===== src/logic/mwd_map.svh =====
// Register map, field positions and reset values of the wakeup detector
`ifndef MWD_MAP_SVH
`define MWD_MAP_SVH
`define MWD_ADDR_SNIFF    8'h12
`define MWD_ADDR_THR      8'h13
`define MWD_ADDR_SEL      8'h14
`define MWD_SR_LSB        0
`define MWD_SR_MSB        3
`define MWD_RSVD_BIT      4
`define MWD_STB_LSB       5
`define MWD_STB_MSB       7
`define MWD_FIELD_MSB     5
`define MWD_ANDOR_BIT     6
`define MWD_MODE_BIT      7
`define MWD_SEL_MSB       2
`define MWD_SEL_NONE      3'h0
`define MWD_SEL_THR_BASE  3'h1
`define MWD_SEL_CNT_BASE  3'h5
`define MWD_RST_SR        4'h0
`define MWD_RST_STB       3'h0
`define MWD_RST_FIELD     6'h00
`define MWD_RST_SEL       3'h0
`define MWD_NUM_AXES      3
`endif


===== src/logic/mwd_pkg.sv =====
// Types shared by the wakeup detector modules
package mwd_pkg;
    typedef logic signed [11:0] mwd_sample_t;
    typedef logic [12:0]        mwd_delta_t;
    typedef logic [5:0]         mwd_field_t;
    typedef enum logic [0:0] {
        MWD_CUR_VS_PREV = 1'b0,
        MWD_CUR_VS_BASE = 1'b1
    } mwd_method_t;
    typedef enum logic [0:0] {
        MWD_COMB_OR  = 1'b0,
        MWD_COMB_AND = 1'b1
    } mwd_comb_t;
endpackage : mwd_pkg


===== src/logic/mwd_axis_if.sv =====
// Per-axis link between the detector top and one axis comparator
`timescale 1ns/100ps
interface mwd_axis_if;
    mwd_pkg::mwd_sample_t sample;
    logic                 valid;
    logic                 active;
    mwd_pkg::mwd_method_t method;
    mwd_pkg::mwd_field_t  thr;
    mwd_pkg::mwd_field_t  cnt;
    logic                 hit;
    mwd_pkg::mwd_delta_t  delta;
    modport axis (input sample, valid, active, method, thr, cnt, output hit, delta);
    modport ctrl (output sample, valid, active, method, thr, cnt, input hit, delta);
endinterface : mwd_axis_if


===== src/logic/mwd_top.sv =====
// Wakeup detector: sniff rate register, threshold shadows, axis combine
`timescale 1ns/100ps
`include "mwd_map.svh"
module mwd_top (
    input  wire logic                  clk,
    input  wire logic                  srst,
    input  wire logic [7:0]            reg_addr,
    input  wire logic [7:0]            reg_wdata,
    input  wire logic                  reg_wr,
    input  wire logic                  reg_rd,
    output logic      [7:0]            reg_rdata,
    input  wire logic                  sniff_active,
    input  wire logic                  sample_valid,
    input  wire mwd_pkg::mwd_sample_t  sample_x,
    input  wire mwd_pkg::mwd_sample_t  sample_y,
    input  wire mwd_pkg::mwd_sample_t  sample_z,
    input  wire logic [2:0]            axis_enable,
    output logic [3:0]                 watch_sample_rate_sel,
    output logic [2:0]                 standby_clock_rate_sel,
    output logic                       wake_irq
);
    logic [3:0]            sr_q;
    logic [2:0]            stb_q;
    mwd_pkg::mwd_method_t  method_q;
    mwd_pkg::mwd_comb_t    comb_q;
    logic [2:0]            sel_q;
    mwd_pkg::mwd_field_t   thr_q [`MWD_NUM_AXES];
    mwd_pkg::mwd_field_t   cnt_q [`MWD_NUM_AXES];
    logic [7:0]            rdata_q;
    logic                  irq_q;

    logic                  wr_sniff_w;
    logic                  wr_thr_w;
    logic                  wr_sel_w;
    logic [2:0]            hit_w;
    logic [2:0]            en_hit_w;
    logic                  any_w;
    logic                  all_w;
    logic                  wake_w;
    logic [7:0]            rd_mux_w;
    mwd_pkg::mwd_field_t   shadow_rd_w;
    mwd_pkg::mwd_field_t   part_rd_w [`MWD_NUM_AXES];
    mwd_pkg::mwd_sample_t  samp_w [`MWD_NUM_AXES];

    mwd_axis_if ax [`MWD_NUM_AXES] ();

    assign samp_w[0] = sample_x;
    assign samp_w[1] = sample_y;
    assign samp_w[2] = sample_z;

    // Write decode
    assign wr_sniff_w = reg_wr && (reg_addr == `MWD_ADDR_SNIFF);
    assign wr_thr_w   = reg_wr && (reg_addr == `MWD_ADDR_THR);
    assign wr_sel_w   = reg_wr && (reg_addr == `MWD_ADDR_SEL);

    // Per-axis shadow registers and comparators
    for (genvar i = 0; i < `MWD_NUM_AXES; i++) begin : g_axis
        localparam logic [2:0] THR_CODE = `MWD_SEL_THR_BASE + 3'(i);
        localparam logic [2:0] CNT_CODE = `MWD_SEL_CNT_BASE + 3'(i);
        logic wr_t_w;
        logic wr_c_w;
        assign wr_t_w = wr_thr_w && (sel_q == THR_CODE);
        assign wr_c_w = wr_thr_w && (sel_q == CNT_CODE);
        assign part_rd_w[i] = ((sel_q == THR_CODE) ? thr_q[i] : 6'h00)
                            | ((sel_q == CNT_CODE) ? cnt_q[i] : 6'h00);

        always_ff @(posedge clk) begin
            if (srst) begin
                thr_q[i] <= `MWD_RST_FIELD;
                cnt_q[i] <= `MWD_RST_FIELD;
            end else begin
                if (wr_t_w) begin
                    thr_q[i] <= reg_wdata[`MWD_FIELD_MSB:0];
                end
                if (wr_c_w) begin
                    cnt_q[i] <= reg_wdata[`MWD_FIELD_MSB:0];
                end
            end
        end

        assign ax[i].sample = samp_w[i];
        assign ax[i].valid  = sample_valid;
        assign ax[i].active = sniff_active;
        assign ax[i].method = method_q;
        assign ax[i].thr    = thr_q[i];
        assign ax[i].cnt    = cnt_q[i];
        assign hit_w[i]     = ax[i].hit;

        mwd_axis u_axis (
            .clk  (clk),
            .srst (srst),
            .ax   (ax[i].axis)
        );
    end

    // Shadow read: codes 000 and 100 select nothing
    assign shadow_rd_w = part_rd_w[0] | part_rd_w[1] | part_rd_w[2];

    // Axis combine
    assign en_hit_w = hit_w & axis_enable;
    assign any_w    = |en_hit_w;
    assign all_w    = (|axis_enable) && ((hit_w | ~axis_enable) == 3'h7);
    assign wake_w   = sniff_active
                      && ((comb_q == mwd_pkg::MWD_COMB_AND) ? all_w : any_w);

    // Read mux, reserved and unmapped bits read zero
    assign rd_mux_w = (reg_addr == `MWD_ADDR_SNIFF) ? {stb_q, 1'b0, sr_q} :
                      (reg_addr == `MWD_ADDR_THR)   ? {method_q, comb_q, shadow_rd_w} :
                      (reg_addr == `MWD_ADDR_SEL)   ? {5'h00, sel_q} : 8'h00;

    always_ff @(posedge clk) begin
        if (srst) begin
            sr_q     <= `MWD_RST_SR;
            stb_q    <= `MWD_RST_STB;
            method_q <= mwd_pkg::MWD_CUR_VS_PREV;
            comb_q   <= mwd_pkg::MWD_COMB_OR;
            sel_q    <= `MWD_RST_SEL;
        end else begin
            if (wr_sniff_w) begin
                sr_q  <= reg_wdata[`MWD_SR_MSB:`MWD_SR_LSB];
                stb_q <= reg_wdata[`MWD_STB_MSB:`MWD_STB_LSB];
            end
            if (wr_thr_w) begin
                method_q <= mwd_pkg::mwd_method_t'(reg_wdata[`MWD_MODE_BIT]);
                comb_q   <= mwd_pkg::mwd_comb_t'(reg_wdata[`MWD_ANDOR_BIT]);
            end
            if (wr_sel_w) begin
                sel_q <= reg_wdata[`MWD_SEL_MSB:0];
            end
        end
    end

    always_ff @(posedge clk) begin
        if (srst) begin
            rdata_q <= 8'h00;
            irq_q   <= 1'b0;
        end else begin
            if (reg_rd) begin
                rdata_q <= rd_mux_w;
            end
            irq_q <= wake_w;
        end
    end

    assign reg_rdata              = rdata_q;
    assign watch_sample_rate_sel  = sr_q;
    assign standby_clock_rate_sel = stb_q;
    assign wake_irq               = irq_q;

    rate_write_a : assert property (@(posedge clk) disable iff (srst)
        wr_sniff_w |=> (sr_q == $past(reg_wdata[3:0])) && (stb_q == $past(reg_wdata[7:5])))
        else $error("Rate register write not stored");

    irq_or_a : assert property (@(posedge clk) disable iff (srst)
        (comb_q == mwd_pkg::MWD_COMB_OR) && sniff_active && |(hit_w & axis_enable)
        |=> wake_irq)
        else $error("OR combine missed an enabled axis");

    irq_and_a : assert property (@(posedge clk) disable iff (srst)
        (comb_q == mwd_pkg::MWD_COMB_AND) && ((hit_w & axis_enable) != axis_enable)
        |=> !wake_irq)
        else $error("AND combine fired with an axis missing");

    irq_idle_a : assert property (@(posedge clk) disable iff (srst)
        !sniff_active |=> !wake_irq)
        else $error("Wakeup outside sniff");

    shadow_none_a : assert property (@(posedge clk) disable iff (srst)
        reg_rd && (reg_addr == `MWD_ADDR_THR) && (sel_q == 3'h0)
        |=> reg_rdata[5:0] == 6'h00)
        else $error("Select 000 read a shadow value");

    x_thr_write_a : assert property (@(posedge clk) disable iff (srst)
        wr_thr_w && (sel_q == 3'h1) |=> thr_q[0] == $past(reg_wdata[5:0]))
        else $error("X threshold write lost");

    z_cnt_write_a : assert property (@(posedge clk) disable iff (srst)
        wr_thr_w && (sel_q == 3'h7) |=> cnt_q[2] == $past(reg_wdata[5:0]))
        else $error("Z count write lost");

    reset_cfg_a : assert property (@(posedge clk)
        srst |=> (method_q == mwd_pkg::MWD_CUR_VS_PREV) && (comb_q == mwd_pkg::MWD_COMB_OR)
        && (thr_q[0] == 6'h00) && (sr_q == 4'h0))
        else $error("Configuration not zero after reset");

    method_bit_a : assert property (@(posedge clk) disable iff (srst)
        wr_thr_w |=> method_q == mwd_pkg::mwd_method_t'($past(reg_wdata[7])))
        else $error("Delta method bit not stored");

    y_thr_write_a : assert property (@(posedge clk) disable iff (srst)
        wr_thr_w && (sel_q == 3'h2) |=> thr_q[1] == $past(reg_wdata[5:0]))
        else $error("Y threshold write lost");

    shadow_four_a : assert property (@(posedge clk) disable iff (srst)
        reg_rd && (reg_addr == `MWD_ADDR_THR) && (sel_q == 3'h4)
        |=> reg_rdata[5:0] == 6'h00)
        else $error("Select 100 read a shadow value");

    rsvd_read_a : assert property (@(posedge clk) disable iff (srst)
        reg_rd && (reg_addr == `MWD_ADDR_SNIFF) |=> !reg_rdata[4])
        else $error("Reserved rate bit read as one");

    wake_cause_a : assert property (@(posedge clk) disable iff (srst)
        wake_irq |-> $past(sniff_active) && ($past(hit_w & axis_enable) != 3'h0))
        else $error("Wakeup without an enabled axis hit");

    reset_out_a : assert property (@(posedge clk)
        srst |=> !wake_irq && (reg_rdata == 8'h00) && (sel_q == 3'h0))
        else $error("Outputs not cleared by reset");
endmodule : mwd_top


===== src/logic/mwd_axis.sv =====
// One axis: delta count, threshold compare and detection counter
`timescale 1ns/100ps
module mwd_axis (
    input  wire logic clk,
    input  wire logic srst,
    mwd_axis_if.axis  ax
);
    mwd_pkg::mwd_sample_t ref_q;
    logic                 ref_ok_q;
    mwd_pkg::mwd_field_t  evt_q;
    logic                 hit_q;
    logic        [12:0]   diff_w;
    logic        [12:0]   mag_w;
    logic                 event_w;
    logic                 take_ref_w;

    // Reference is previous sample, or first sample of the sniff period
    assign diff_w     = {ax.sample[11], ax.sample} - {ref_q[11], ref_q};
    assign mag_w      = diff_w[12] ? 13'(-diff_w) : diff_w;
    assign event_w    = ax.valid && ax.active && ref_ok_q
                        && (mag_w > {7'h00, ax.thr});
    assign take_ref_w = !ref_ok_q || (ax.method == mwd_pkg::MWD_CUR_VS_PREV);
    assign ax.hit     = hit_q;
    assign ax.delta   = mag_w;

    always_ff @(posedge clk) begin
        if (srst || !ax.active) begin
            ref_q    <= '0;
            ref_ok_q <= 1'b0;
            evt_q    <= '0;
            hit_q    <= 1'b0;
        end else if (ax.valid) begin
            if (take_ref_w) begin
                ref_q <= ax.sample;
            end
            ref_ok_q <= 1'b1;
            if (event_w) begin
                // Stored count is events minus one
                if (evt_q == ax.cnt) begin
                    hit_q <= 1'b1;
                end else begin
                    evt_q <= evt_q + 6'h01;
                end
            end
        end
    end

    hit_needs_count_a : assert property (@(posedge clk) disable iff (srst)
        $rose(hit_q) |-> ($past(evt_q) == $past(ax.cnt)) && $past(event_w))
        else $error("Axis hit without reaching its detection count");

    base_held_a : assert property (@(posedge clk) disable iff (srst)
        (ax.method == mwd_pkg::MWD_CUR_VS_BASE) && ref_ok_q && ax.active
        && ($past(ax.method) == mwd_pkg::MWD_CUR_VS_BASE)
        && $past(ref_ok_q) && $past(ax.active) |-> $stable(ref_q))
        else $error("Baseline changed during sniff");
endmodule : mwd_axis


===== config.mk =====
export PLATFORM = sky130hd
export DESIGN_NAME = mwd_top
export DESIGN_NICKNAME = d
export VERILOG_FILES = /design/src/logic/mwd_pkg.sv /design/src/logic/mwd_axis_if.sv /design/src/logic/mwd_top.sv /design/src/logic/mwd_axis.sv
export VERILOG_INCLUDE_DIRS = /design/src /design/src/logic
export SDC_FILE = /design/constraint.sdc
export NUM_CORES = 1
export LEC_CHECK = 0
export ABC_AREA = 1
export BUFFER_PORTS_ARGS = -buffer_cell sky130_fd_sc_hd__buf_4
export CORE_ASPECT_RATIO = 0.8
export CORE_UTILIZATION = 55
export DETAILED_ROUTE_END_ITERATION = 16
export PLACE_DENSITY = 0.84
export REMOVE_ABC_BUFFERS = 1
export SLEW_MARGIN = 20
export SYNTH_ARGS = -nofsm -noshare
export SYNTH_HDL_FRONTEND = slang
export SYNTH_SLANG_ARGS = --single-unit

===== constraint.sdc =====
create_clock -name clk -period 4.6 [get_ports clk]
set_input_delay 0.92 -clock clk [delete_from_list [all_inputs] [get_ports clk]]
set_output_delay 0.92 -clock clk [all_outputs]
set_load 0.05 [all_outputs]

Yosys cells after proc, flatten, opt, wreduce, memory -nomap -nowiden
Memories as Yosys holds them, arrays and structs flattened. Index checks and enable logic that the tools add are counted.

Bits in registers: 79. Memory bits (writable): 36. Input port bits: 61. Output and inout port bits: 16. Logic and storage cells: 130. Memories: 2.

Memory list: cnt_q (words 3, width 6, read ports 3, clocked after Yosys merged registers in 0, wr ports 3, RTL line mwd_top.sv:28) `` mwd_pkg::mwd_field_t cnt_q [`MWD_NUM_AXES]; ``; thr_q (words 3, width 6, read ports 3, clocked after Yosys merged registers in 0, wr ports 3, RTL line mwd_top.sv:27) `` mwd_pkg::mwd_field_t thr_q [`MWD_NUM_AXES]; ``.

Add/subtract/negate cells: 9. $lt $le $gt $ge: 3. Equal/unequal tests: 13. Mux-type cells: 39. Bitwise logic cells: 18. Reduce and logical (&&, ||, !) cells: 29.

Operator list (number): 6-bit two-way mux (12); 13-bit by 6-bit > comparator with 1-bit output (3); 13-bit two-way mux (3); 13-bit negation (3); 12-bit by 12-bit subtractor with 13-bit output (3); 6-bit bitwise OR (5); 8-bit by 5-bit == test with 1-bit output (second input constant) (3); 1-bit two-way mux (21); 6-bit by 1-bit adder with 6-bit output (second input constant) (3); 6-bit == test (3); 3-bit AND reduction (6); 1-bit logical AND (16); 8-bit two-way mux (2); 3-bit == test (second input constant) (4); 3-bit by 2-bit == test with 1-bit output (second input constant) (2); 1-bit bitwise OR (6); 3-bit OR reduction (2); 1-bit NOT (4); 3-bit AND (1); 3-bit by 1-bit == test with 1-bit output (second input constant) (1); 3-bit two-way mux (1); 3-bit NOT (1); 3-bit bitwise OR (1); 1-bit logical NOT (2); 2 further kinds (3).

Logic depth before layout (Yosys ltp)
Gate-level depths: netlist of the first run.

Depth after elaboration: 7. Depth in mapped cells: 31. Mapped depth without buffers: 31.

By module
From an unflattened synthesis of the first run, not the netlist that was laid out.

Cells, all modules: 1490. Area total of the unflattened synthesis: 9803.2 um2.

By module, submodules not included: mwd_top (instances 1, cells each 303, area each 2657.5 um2, seq. area each 1501.4 um2); mwd_axis at g_axis[1].u_axis (instances 1, cells each 393, area each 2421.1 um2, seq. area each 400.4 um2); mwd_axis at g_axis[0].u_axis (instances 1, cells each 388, area each 2367.3 um2, seq. area each 400.4 um2); mwd_axis at g_axis[2].u_axis (instances 1, cells each 406, area each 2357.3 um2, seq. area each 400.4 um2).

Worst setup path before layout of the first run
OpenSTA, ideal clock, no wires.

Path type: input port to flip-flop. Start: input port sample_x[0]. End: register g_axis[0].u_axis.evt_q[1]. Setup time: 113 ps. Data arrival time: 4066 ps. Setup slack: 421 ps. Cell stages on the path: 29. Buffers on the path: 0. Cells stage by stage: inv_1 > ha_1 > fa_1 > inv_1 > nand3_1 > nand2_1 > nand4_1 > nand2_1 > nand2_1 > nand2_1 > nand2_1 > nand2_1 > inv_2 > nor2_1 > xor2_1 > inv_1 > ha_1 > nand2_1 > or3b_2 > nand2_1 > nand2_1 > nor2_1 > nand2_1 > a21oi_2 > nand2_4 > nand3_4 > nand2_1 > nand2_1 > nor2_1.

Cells in the longest elaborated chain, start to end: 6.

RTL lines: from (decl) (RTL line mwd_top.sv:14) `input wire mwd_pkg::mwd_sample_t sample_x,`; 12-bit by 12-bit subtractor with 13-bit output (*) (RTL line mwd_axis.sv:18) `assign diff_w = {ax.sample[11], ax.sample} - {ref_q[11], ref_q};`; 13-bit negation (RTL line mwd_axis.sv:19) `assign mag_w = diff_w[12] ? 13'(-diff_w) : diff_w;`; 13-bit two-way mux (*) (RTL line mwd_axis.sv:19); 13-bit by 6-bit > comparator with 1-bit output (*) (RTL line mwd_axis.sv:21) `&& (mag_w > {7'h00, ax.thr});`; 1-bit logical AND (*) (RTL line mwd_axis.sv:21); 3-bit AND reduction (no line) (*); to (signal assigned) (RTL line mwd_axis.sv:42) `evt_q <= evt_q + 6'h01;`; to (decl) (RTL line mwd_axis.sv:10) `mwd_pkg::mwd_field_t evt_q;`.

Mark *: on every way between the ends. The rest lies on a longest branch, timed or not. A chain may end at the register's enable or synchronous reset.

Worst setup path after layout of the first run
Start: input port sample_x[0]. End: register g_axis[0].u_axis.evt_q[5].

Same word-level chain as after synthesis.

==> impl_metrics.ini, run 1 <==
[power_and_ir_drop]
leakage_nw = 4.409
power_density_nw_per_um2 = 316.2
vdd_drop_max_v = 0.0002830
p_total_w = 0.003021

[global_route]
grt_pass1_wl_mm = 32.03
antenna_found_initial = 0
overflow = 0
grt_use_met2 = 0.4162
grt_pass1_vias = 7158
met3_usage = 0.05763
track_usage = 0.2522
grt.busiest_layer = met2
grt_max_degree = 68
grtUsageMet1 = 0.3319

[clock_tree]
cts.repair.resized = 0
numCtsBuffers = 17
hold_buffers = 0
clk_pin_slew_ns = 0.05
cts.sinks = 115
cts_tree = done
h-tree-depth = 4
cts_max_path_buffers = 2
cts_setup_buffers = 0
clk_latency_ns = 0.42
ctsRootBufferMaster = clkbuf_16

[sta]
setup_ws_ns = 0.3966
hold_viol_final = 0
fin_crit_sh = 0.9138
clock_skew_ns = 0.008345
worst_pin_slew_ns = 0.8233
hold_slack_ns = 0.4543
max_freq_ghz = 0.2379
fin_crit_ns = 4.203
rsz0062_at_grt = false
fin_tns_setup_ns = 0
maxSlewHeadroom = 0.4453
drv_slew = 0
setup_viol = 0

[status]
outcome = finished, violations left
violations = DRC

[routing]
final_antenna_net_count = 0
dr_total_vias = 7695
first_pass_iters = 12
viasPerCell = 5.325
drc = 2
drt_wl_total_mm = 18.52
drt_iter0_markers = 657
post_drt_wl_per_cell_microns = 12.82

[synth]
synth_area_leaders = dfxtp_1 (19%), edfxtp_1 (13%), nand2_1 (11%), ha_1 (9.1%), inv_1 (8.8%)
synthCells = 1173
post-synth-top-count-cell = nand2_1
synth_top_area_cell = dfxtp_1
synth_edf_count = 36
ys.flop_type = dfxtp_1
yosys_warnings = 0
syn-cell-area_sq_um = 8265
ys_top_cells_by_count = nand2_1 (244), inv_1 (193), nor2_1 (103)
synth_cell_type_count = 52
syn_avg_cell_area_sq_um = 7.046
yosys_register_bits = 115
synth_top_area_share = 0.1913
async_flop_share = 0
yosysSeqAreaShare = 0.3221

[worst_setup_path]
critPathBufInv = 5
crit_fanout = 7
path_common_cell = nand2_1
start_kind = primary input
cp.arrival_ns = 4.54
slowest_stage = or3b_2
cp_top_family = simple AND/OR/NAND/NOR gates
max_stage_delay_ns = 0.46
crit_path_end_kind = flop
ff2ff_path_depth = 27
critPathKind = primary input to flop
r2r_start = g_axis[0].u_axis.ref_q[0]$_SDFFE_PP0P_
cp.required_ns = 4.94
r2r_end = g_axis[0].u_axis.evt_q[5]$_SDFFE_PP0P_
reg2reg_slack_ns = 0.72

[layout]
drive_above_1_share = 0.1388
syn_to_final_growth_pct = 15.59
fin_nets = 1372
n_antenna_cell = 0

[hold_path]
holdPathEnd = g_axis[1].u_axis.ref_q[2]$_SDFFE_PP0P_
hp-start = g_axis[1].u_axis.ref_q[2]$_SDFFE_PP0P_
hp-class = flop to flop
hold_depth = 2

[die]
die_w_microns = 139.1
rows = 39
die_area_sq_um = 15530
ios = 77
core-area_sq_um = 14490
start_util = 0.5703
fp.dieH_microns = 111.6

[placed_design]
hpwl_mm = 14.04
portBuffers = 76
gp_congestion = 0.9894
pre_cts_ws_ns = 0.006886

[flow_run]
cap_violations = 0
[final cells by class]
| type | instances | area [sq um] |
|---|---|---|
| inverter | 199 | 747.0 |
| multi-input combinational | 837 | 4780 |
| clock buffer | 20 | 467.9 |
| sequential | 115 | 2663 |
| timing repair buffer | 78 | 585.6 |
| tap | 184 | 230.2 |
| fill | 1270 | 4938 |
| clock inverter | 12 | 81.33 |
[worst register-to-register path: stages (launching register included)]
cell and delay, ns:
dfxtp_1 0.31, ha_1 0.20, fa_1 0.40, inv_1 0.07, nand3_1 0.08, nand2_1 0.13, nand4_1 0.11, nand2_1 0.11
nand2_1 0.07, nand2_1 0.07, nand2_1 0.05, nand2_1 0.17, inv_2 0.08, nor2_1 0.11, xor2_1 0.15, inv_1 0.05
ha_1 0.26, nand2_1 0.07, or3b_2 0.46, nand2_1 0.07, nand2_1 0.05, nor2_1 0.08, nand2_1 0.07, a21oi_2 0.14
nand2_4 0.12, nand3_4 0.11, nand2_1 0.07, a21oi_1 0.14
[sequential cells by signal, indices dropped and copies added (netlist names)]
name,flops
standby_clock_rate_sel,3
reg_rdata,8
g_axis.u_axis.ax.hit,3
sel_q,3
ax.method,1
wake_irq,1
g_axis.u_axis.ref_ok_q,1
cnt_q,18
g_axis.u_axis.evt_q,18
comb_q,1
thr_q,18
g_axis.u_axis.ref_q,36
watch_sample_rate_sel,4
[stage by stage]
stage,util,area (sq um),std cells
finish,0.6592,9554,1445
detailed placement,0.6210,9000,1413
CTS,0.6589,9549,1445
floorplan,-,8179,1151
global route,0.6592,9554,1445
global placement,0.6210,9000,1413
[per-layer routing]
layer	up-vias	share of wire	wire length (microns)
met5	-	0	0
met4	0	0.0085	157
met3	17	0.060	1114
met2	217	0.46	8481
met1	3454	0.47	8772
li1	4007	-	-
[how the worst max path moves through the flow]
stage | start | endpoint | cells past startpoint
finish | sample_x[0] | g_axis[0].u_axis.evt_q[5]$_SDFFE_PP0P_ | 29
global route | sample_x[0] | g_axis[0].u_axis.evt_q[5]$_SDFFE_PP0P_ | 29
CTS | sample_x[0] | g_axis[0].u_axis.evt_q[5]$_SDFFE_PP0P_ | 29
detailed placement | sample_x[0] | g_axis[0].u_axis.evt_q[4]$_SDFFE_PP0P_ | 29
global placement | sample_x[0] | g_axis[0].u_axis.evt_q[1]$_SDFFE_PP0P_ | 30
floorplan | sample_x[0] | g_axis[0].u_axis.evt_q[1]$_SDFFE_PP0P_ | 29
[placed cells by master (no fill, tap or decap), types with 4 or more instances in the layout]
cell,instances
a21oi_1,92
a21oi_2,9
a22oi_1,4
a31oi_1,7
buf_4,78
clkbuf_16,18
clkinv_2,6
dfxtp_1,79
edfxtp_1,36
ha_1,60
inv_1,193
inv_2,6
nand2_1,243
nand2_2,20
nand2_4,6
nand3_1,66
nand3_2,6
nand3b_1,10
nand4_1,30
nor2_1,102
nor2_2,10
nor3_1,15
o21ai_0,68
o22ai_1,7
xnor2_1,10
xor2_1,31
[power breakdown]
| group | leakage [nW] | switching, W | internal [W] |
|---|---|---|---|
| clock network | 0.275 | 0.000480 | 0.000732 |
| logic | 3.12 | 0.000452 | 0.000271 |
| registers | 1.01 | 0.0000133 | 0.00107 |
| total | 4.41 | 0.000945 | 0.00208 |
[kinds of logic after synthesis]
group	after synthesis	synth area share
xor+xnor	41	0.04344
flops	115	0.3221
fa+ha+maj	63	0.09809
buf+inv	221	0.1008
compound gates	210	0.1420
simple gates	523	0.2935
(Power assumes the default switching activity.)
==> run 2: changes to the inputs <==
==> constraint.sdc (replaced) <==
create_clock -name clk -period 4.3 [get_ports clk]
set_input_delay 0.86 -clock clk [delete_from_list [all_inputs] [get_ports clk]]
set_output_delay 0.86 -clock clk [all_outputs]
set_load 0.05 [all_outputs]
==> run 2 against run 1 <==
The run still ends with DRC left. Design area grew 2.4%. Via count is 3.0% higher. Clock skew rose by 0.0043 ns. Critical path depth stayed put. Combinational power up 14%. Global-route usage is 0.67 points higher. Critical path type unchanged.
==> impl_metrics.ini, run 2 (synthesis results as in run 1) <==
[status]
outcome = finished, violations left
violations = DRC

[sta]
fin_crit_sh = 0.9451
worst_pin_slew_ns = 0.7975
clock_skew_ns = 0.01267
setup_viol = 0
fin_crit_ns = 4.064
maxSlewHeadroom = 0.4677
hold_viol_final = 0
max_freq_ghz = 0.2461
drv_slew = 0
fin_tns_setup_ns = 0
setup_ws_ns = 0.2363

[clock_tree]
cts.sinks = 115
clk_latency_ns = 0.42
ctsRootBufferMaster = clkbuf_16
cts_tree = done
numCtsBuffers = 17
h-tree-depth = 4
clk_pin_slew_ns = 0.06
cts_max_path_buffers = 2

[layout]
fin_area_sq_um = 9786
syn_to_final_growth_pct = 18.39
top_register = g_axis.u_axis.ref_q
layout_common_cells = nand2_1 (240), inv_1 (193), nor2_1 (100)
drive_above_1_share = 0.1577
fin_nets = 1392
largest_register_ffs = 36
n_antenna_cell = 0
layout.cells.most_common = nand2_1
final_core_util = 0.6752

[routing]
drt_wl_total_mm = 19.26
first_pass_iters = 12
viasPerCell = 5.411
drc = 2
final_antenna_net_count = 0
dr_total_vias = 7927
drt_iter0_markers = 683
post_drt_wl_per_cell_microns = 13.15

[die]
die_w_microns = 139.1
die_area_sq_um = 15530
rows = 39
ios = 77
fp.dieH_microns = 111.6
core-area_sq_um = 14490
start_util = 0.5703

[global_route]
antenna_found_initial = 0
overflow = 0
grt_pass1_wl_mm = 32.79
grt_max_degree = 68
track_usage = 0.2589
grt_pass1_vias = 7399

[hold_path]
hp-class = flop to flop

[power_and_ir_drop]
comb_power_share = 0.242
net-switching-power_w = 0.001055
internal-power_w = 0.002338
vdd_drop_max_v = 0.0003406
clkPwrFrac = 0.415
power_density_nw_per_um2 = 346.8
leakage_nw = 4.523
seq_power_share = 0.342
swShare = 0.3110

[worst_setup_path]
crit_path_end_kind = flop
path_common_cell = nand2_1
max_stage_delay_ns = 0.46
ff2ff_path_depth = 27
critPathKind = primary input to flop
crit_fanout = 7
r2r_start = g_axis[0].u_axis.ref_q[0]$_SDFFE_PP0P_
reg2reg_slack_ns = 0.49
start_kind = primary input
slowest_stage = or3b_2
r2r_end = g_axis[0].u_axis.evt_q[1]$_SDFFE_PP0P_
crit_start = sample_x[0]
worstSetupEndpoint = g_axis[0].u_axis.evt_q[1]$_SDFFE_PP0P_
cp.required_ns = 4.62
cp.arrival_ns = 4.38

[placed_design]
portBuffers = 76
hpwl_mm = 14.28
gp_congestion = 0.9918
pre_cts_ws_ns = -0.2102
placed_area_sq_um = 9120

[flow_run]
cap_violations = 0
[run 2: cell types whose count changed in the layout (fill, tap and decap cells not counted), sizes merged]
| cell | change |
|---|---|
| buf | +20 |
| clkinv | -2 |
| inv | +2 |
| bufinv | +1 |
| clkinvlp | -1 |
[run 2: metal layers]
metal,global-route usage,routed length (microns)
met5,0,0
met4,0.07481,241
met3,0.05290,1356
met2,0.4414,8898
met1,0.3318,8766
[run 2: what timing repair did]
item	4_1_cts	5_1_grt
buffers inserted	0	4
endpoints found under the setup margin	0	20
hold buffers	0	0
gates resized for setup	0	12
[run 2: cell type report]
cell class | instances | area [sq um]
multi-input cells | 837 | 4813
repair buffers | 98 | 735.7
flip-flops and latches | 115 | 2663
inverters | 199 | 747.0
clock buffers | 20 | 479.2
fillers | 1223 | 4707
clock inverters | 12 | 117.6
well taps | 184 | 230.2
[run 2: per-stage QoR]
step	hold slack [ns]	instances	power, W
2_1_floorplan	0.4132	1151	0.001761
3_3_place_gp	0.4433	1429	0.001945
3_5_place_dp	0.4497	1429	0.001974
4_1_cts	0.4582	1461	0.003384
5_1_grt	0.4707	1465	0.003580
6_report	0.4538	1465	0.003393
[run 2: how the worst min path moves through the flow]
stage	slack, ns	depth (start not counted)	startpoint	endpoint
global route	0.47	2	g_axis[0].u_axis.ref_q[10]$_SDFFE_PP0P_	g_axis[0].u_axis.ref_q[10]$_SDFFE_PP0P_
global placement	0.44	2	g_axis[0].u_axis.ref_q[7]$_SDFFE_PP0P_	g_axis[0].u_axis.ref_q[7]$_SDFFE_PP0P_
detailed placement	0.45	2	g_axis[0].u_axis.ref_q[9]$_SDFFE_PP0P_	g_axis[0].u_axis.ref_q[9]$_SDFFE_PP0P_
CTS	0.46	2	g_axis[0].u_axis.ref_q[9]$_SDFFE_PP0P_	g_axis[0].u_axis.ref_q[9]$_SDFFE_PP0P_
finish	0.45	2	g_axis[0].u_axis.ref_q[8]$_SDFFE_PP0P_	g_axis[0].u_axis.ref_q[8]$_SDFFE_PP0P_
floorplan	0.41	1	comb_q$_SDFFE_PP0P_	wake_irq$_SDFF_PP0_
[run 2: critical path, delay by kind of cell]
family	cells	cell delay [ns]
AND/OR/NAND/NOR	19	2.00
buffers and inverters	5	0.48
AO/OA/AOI/OAI	2	0.24
adder cells (fa/ha/maj)	3	0.83
[run 2: power by group through the flow]
stage	clock network (W)	registers (W)	logic, W
5_1_grt	0.00148	0.00116	0.000941
6_report	0.00141	0.00116	0.000822
3_5_place_dp	0	0.00118	0.000790
4_1_cts	0.00142	0.00116	0.000800
3_3_place_gp	0	0.00118	0.000761
2_1_floorplan	0	0.00119	0.000571
==> run 3: changes to the inputs <==
--- a/config.mk
+++ b/config.mk
@@ -11,9 +11,10 @@
 export CORE_ASPECT_RATIO = 0.8
 export CORE_UTILIZATION = 55
 export DETAILED_ROUTE_END_ITERATION = 16
-export PLACE_DENSITY = 0.84
+export PLACE_DENSITY = 0.83
 export REMOVE_ABC_BUFFERS = 1
 export SLEW_MARGIN = 20
 export SYNTH_ARGS = -nofsm -noshare
 export SYNTH_HDL_FRONTEND = slang
+export SYNTH_HIERARCHICAL = 1
 export SYNTH_SLANG_ARGS = --single-unit
==> run 3 against run 2 <==
The run now ends clean. Worst hold slack better by 0.00052 ns. Synthesized cell count is 26% higher. Combinational power is 18% higher. Power is 2.8% higher. Design area is 13% higher. Global-route usage is 1.4 points higher. Largest cell class unchanged.
==> impl_metrics.ini, run 3 <==
[sta]
drv_slew = 0
maxSlewHeadroom = 0.2391
rsz0062_at_grt = false
hold_viol_final = 0
hold_slack_ns = 0.4543
fin_tns_setup_ns = 0
max_freq_ghz = 0.2555
fin_crit_ns = 3.914
setup_viol = 0
clock_skew_ns = 0.007667
fin_crit_sh = 0.9103
worst_pin_slew_ns = 1.133

[layout]
n_fill_cell = 1563
largest_register_ffs = 36
final_core_util = 0.6356
layout_common_cells = nand2_1 (385), inv_1 (225), nand3_1 (119)
drive_above_1_share = 0.1551
layout.cells.most_common = nand2_1
fin_nets = 1671
n_antenna_cell = 0
top_register = g_axis.u_axis/ref_q
syn_to_final_growth_pct = 13.05
final_cell_count_no_fill = 1785
fin_area_sq_um = 11010

[status]
outcome = completed

[clock_tree]
cts.sinks = 117
ctsRootBufferMaster = clkbuf_16
hold_buffers = 0
numCtsBuffers = 17
clk_latency_ns = 0.42
cts_max_path_buffers = 2
h-tree-depth = 4
cts_setup_buffers = 0
cts_tree = done
cts.repair.resized = 0
clk_pin_slew_ns = 0.06

[worst_setup_path]
cp.arrival_ns = 4.22
worstSetupEndpoint = g_axis[1].u_axis/evt_q[4]$_SDFFE_PP0P_
crit_path_end_kind = flop
reg2reg_slack_ns = 0.65
r2r_start = g_axis[1].u_axis/ref_q[0]$_SDFFE_PP0P_
critPathKind = primary input to flop
crit_start = sample_y[0]
cp.required_ns = 4.60
crit_fanout = 14
start_kind = primary input
ff2ff_path_depth = 26
r2r_end = g_axis[1].u_axis/evt_q[4]$_SDFFE_PP0P_

[placed_design]
gp_congestion = 0.9175
dp.cells = 1753
hpwl_mm = 18.21
placed_area_sq_um = 10460
portBuffers = 76

[hold_path]
hp-class = flop to flop

[synth]
yosys_warnings = 6
syn-cell-area_sq_um = 9739
syn_avg_cell_area_sq_um = 6.612
synthCells = 1473

[global_route]
overflow = 0
track_usage = 0.2724
antenna_found_initial = 0
grtUsageMet1 = 0.3651
grt_pass1_wl_mm = 39.93
grt_max_degree = 24
grt.busiest_layer = met2
grt_pass1_vias = 8651
grt_use_met2 = 0.4375
met3_usage = 0.05752

[routing]
drt_wl_total_mm = 24.20
dr_total_vias = 9672
drt_iter0_markers = 709
drc = 0
viasPerCell = 5.418
first_pass_iters = 6
final_antenna_net_count = 0
post_drt_wl_per_cell_microns = 13.56

[die]
fp.dieH_microns = 121.0
die_area_sq_um = 18250
core-area_sq_um = 17320
die_w_microns = 150.8
ios = 77
rows = 43
start_util = 0.5622

[power_and_ir_drop]
leakage_nw = 5.431
vdd_drop_max_v = 0.0002169
power_density_nw_per_um2 = 316.9

[flow_run]
cap_violations = 0
run 3: changes by cell type in the layout (fill, tap and decap cells not counted), sizes merged, moves of 17 or more:
cell	previous run	this run
nand2	269	448
nand3	75	141
nand4	30	52
nor2	113	130
buf	98	78
inv	203	251
run 3: worst min path at each step:
stage / cells after the start / from / to
5_1_grt: 2 / g_axis[2].u_axis/ref_q[0]$_SDFFE_PP0P_ / g_axis[2].u_axis/ref_q[0]$_SDFFE_PP0P_
6_report: 2 / g_axis[1].u_axis/ref_q[5]$_SDFFE_PP0P_ / g_axis[1].u_axis/ref_q[5]$_SDFFE_PP0P_
2_1_floorplan: 1 / comb_q$_SDFFE_PP0P_ / wake_irq$_SDFF_PP0_
4_1_cts: 2 / g_axis[2].u_axis/ref_q[5]$_SDFFE_PP0P_ / g_axis[2].u_axis/ref_q[5]$_SDFFE_PP0P_
3_5_place_dp: 2 / g_axis[2].u_axis/ref_q[5]$_SDFFE_PP0P_ / g_axis[2].u_axis/ref_q[5]$_SDFFE_PP0P_
3_3_place_gp: 2 / g_axis[2].u_axis/ref_q[2]$_SDFFE_PP0P_ / g_axis[2].u_axis/ref_q[2]$_SDFFE_PP0P_
run 3: metrics by stage:
| step | total power [W] | worst slack, ns |
|---|---|---|
| 2_1_floorplan | 0.001930 | 0.4968 |
| 3_3_place_gp | 0.002128 | 0.1191 |
| 3_5_place_dp | 0.002158 | 0.02589 |
| 4_1_cts | 0.003493 | 0.4138 |
| 5_1_grt | 0.003688 | 0.07182 |
| 6_report | 0.003489 | 0.3859 |
run 3: power breakdown:
part           internal (W)  switching [W]
Clock              0.000819       0.000521
Sequential          0.00117      0.0000169
Combinational      0.000343       0.000624
run 3: cell type report:
type                    instances  area (sq um)  area share
inverters                     254         955.9     0.08682
well taps                     225         281.5     0.02557
clock buffers                  22         464.2     0.04216
multi-input cells            1079          5938      0.5393
clock inverters                10         82.58    0.007500
repair buffers                 78         585.6     0.05318
flip-flops and latches        117          2703      0.2455
run 3: worst max-delay path: stages:
cell     delay [ns]
buf_4          0.09
inv_1          0.03
ha_1           0.22
fa_1           0.39
inv_1          0.14
nand2_1        0.08
nand2_2        0.12
nand3_2        0.09
nand2_2        0.09
nand2_2        0.06
nand2_1        0.07
nand2_2        0.06
nand2_4        0.15
nand2_1        0.09
xor2_1         0.15
inv_1          0.07
ha_1           0.29
nand2_1        0.07
o21ai_0        0.17
nand2_1        0.07
a32oi_1        0.21
nor2_2         0.07
nand2_2        0.07
nor2_4         0.04
nand2_4        0.10
nand3_4        0.14
nand2_2        0.14
a21oi_1        0.07
run 3: routing by layer:
| metal | vias to the layer above | routed length [microns] |
|---|---|---|
| li1 | 4916 | - |
| met4 | 0 | 457 |
| met3 | 41 | 1614 |
| met2 | 329 | 11220 |
| met5 | - | 0 |
| met1 | 4386 | 10910 |
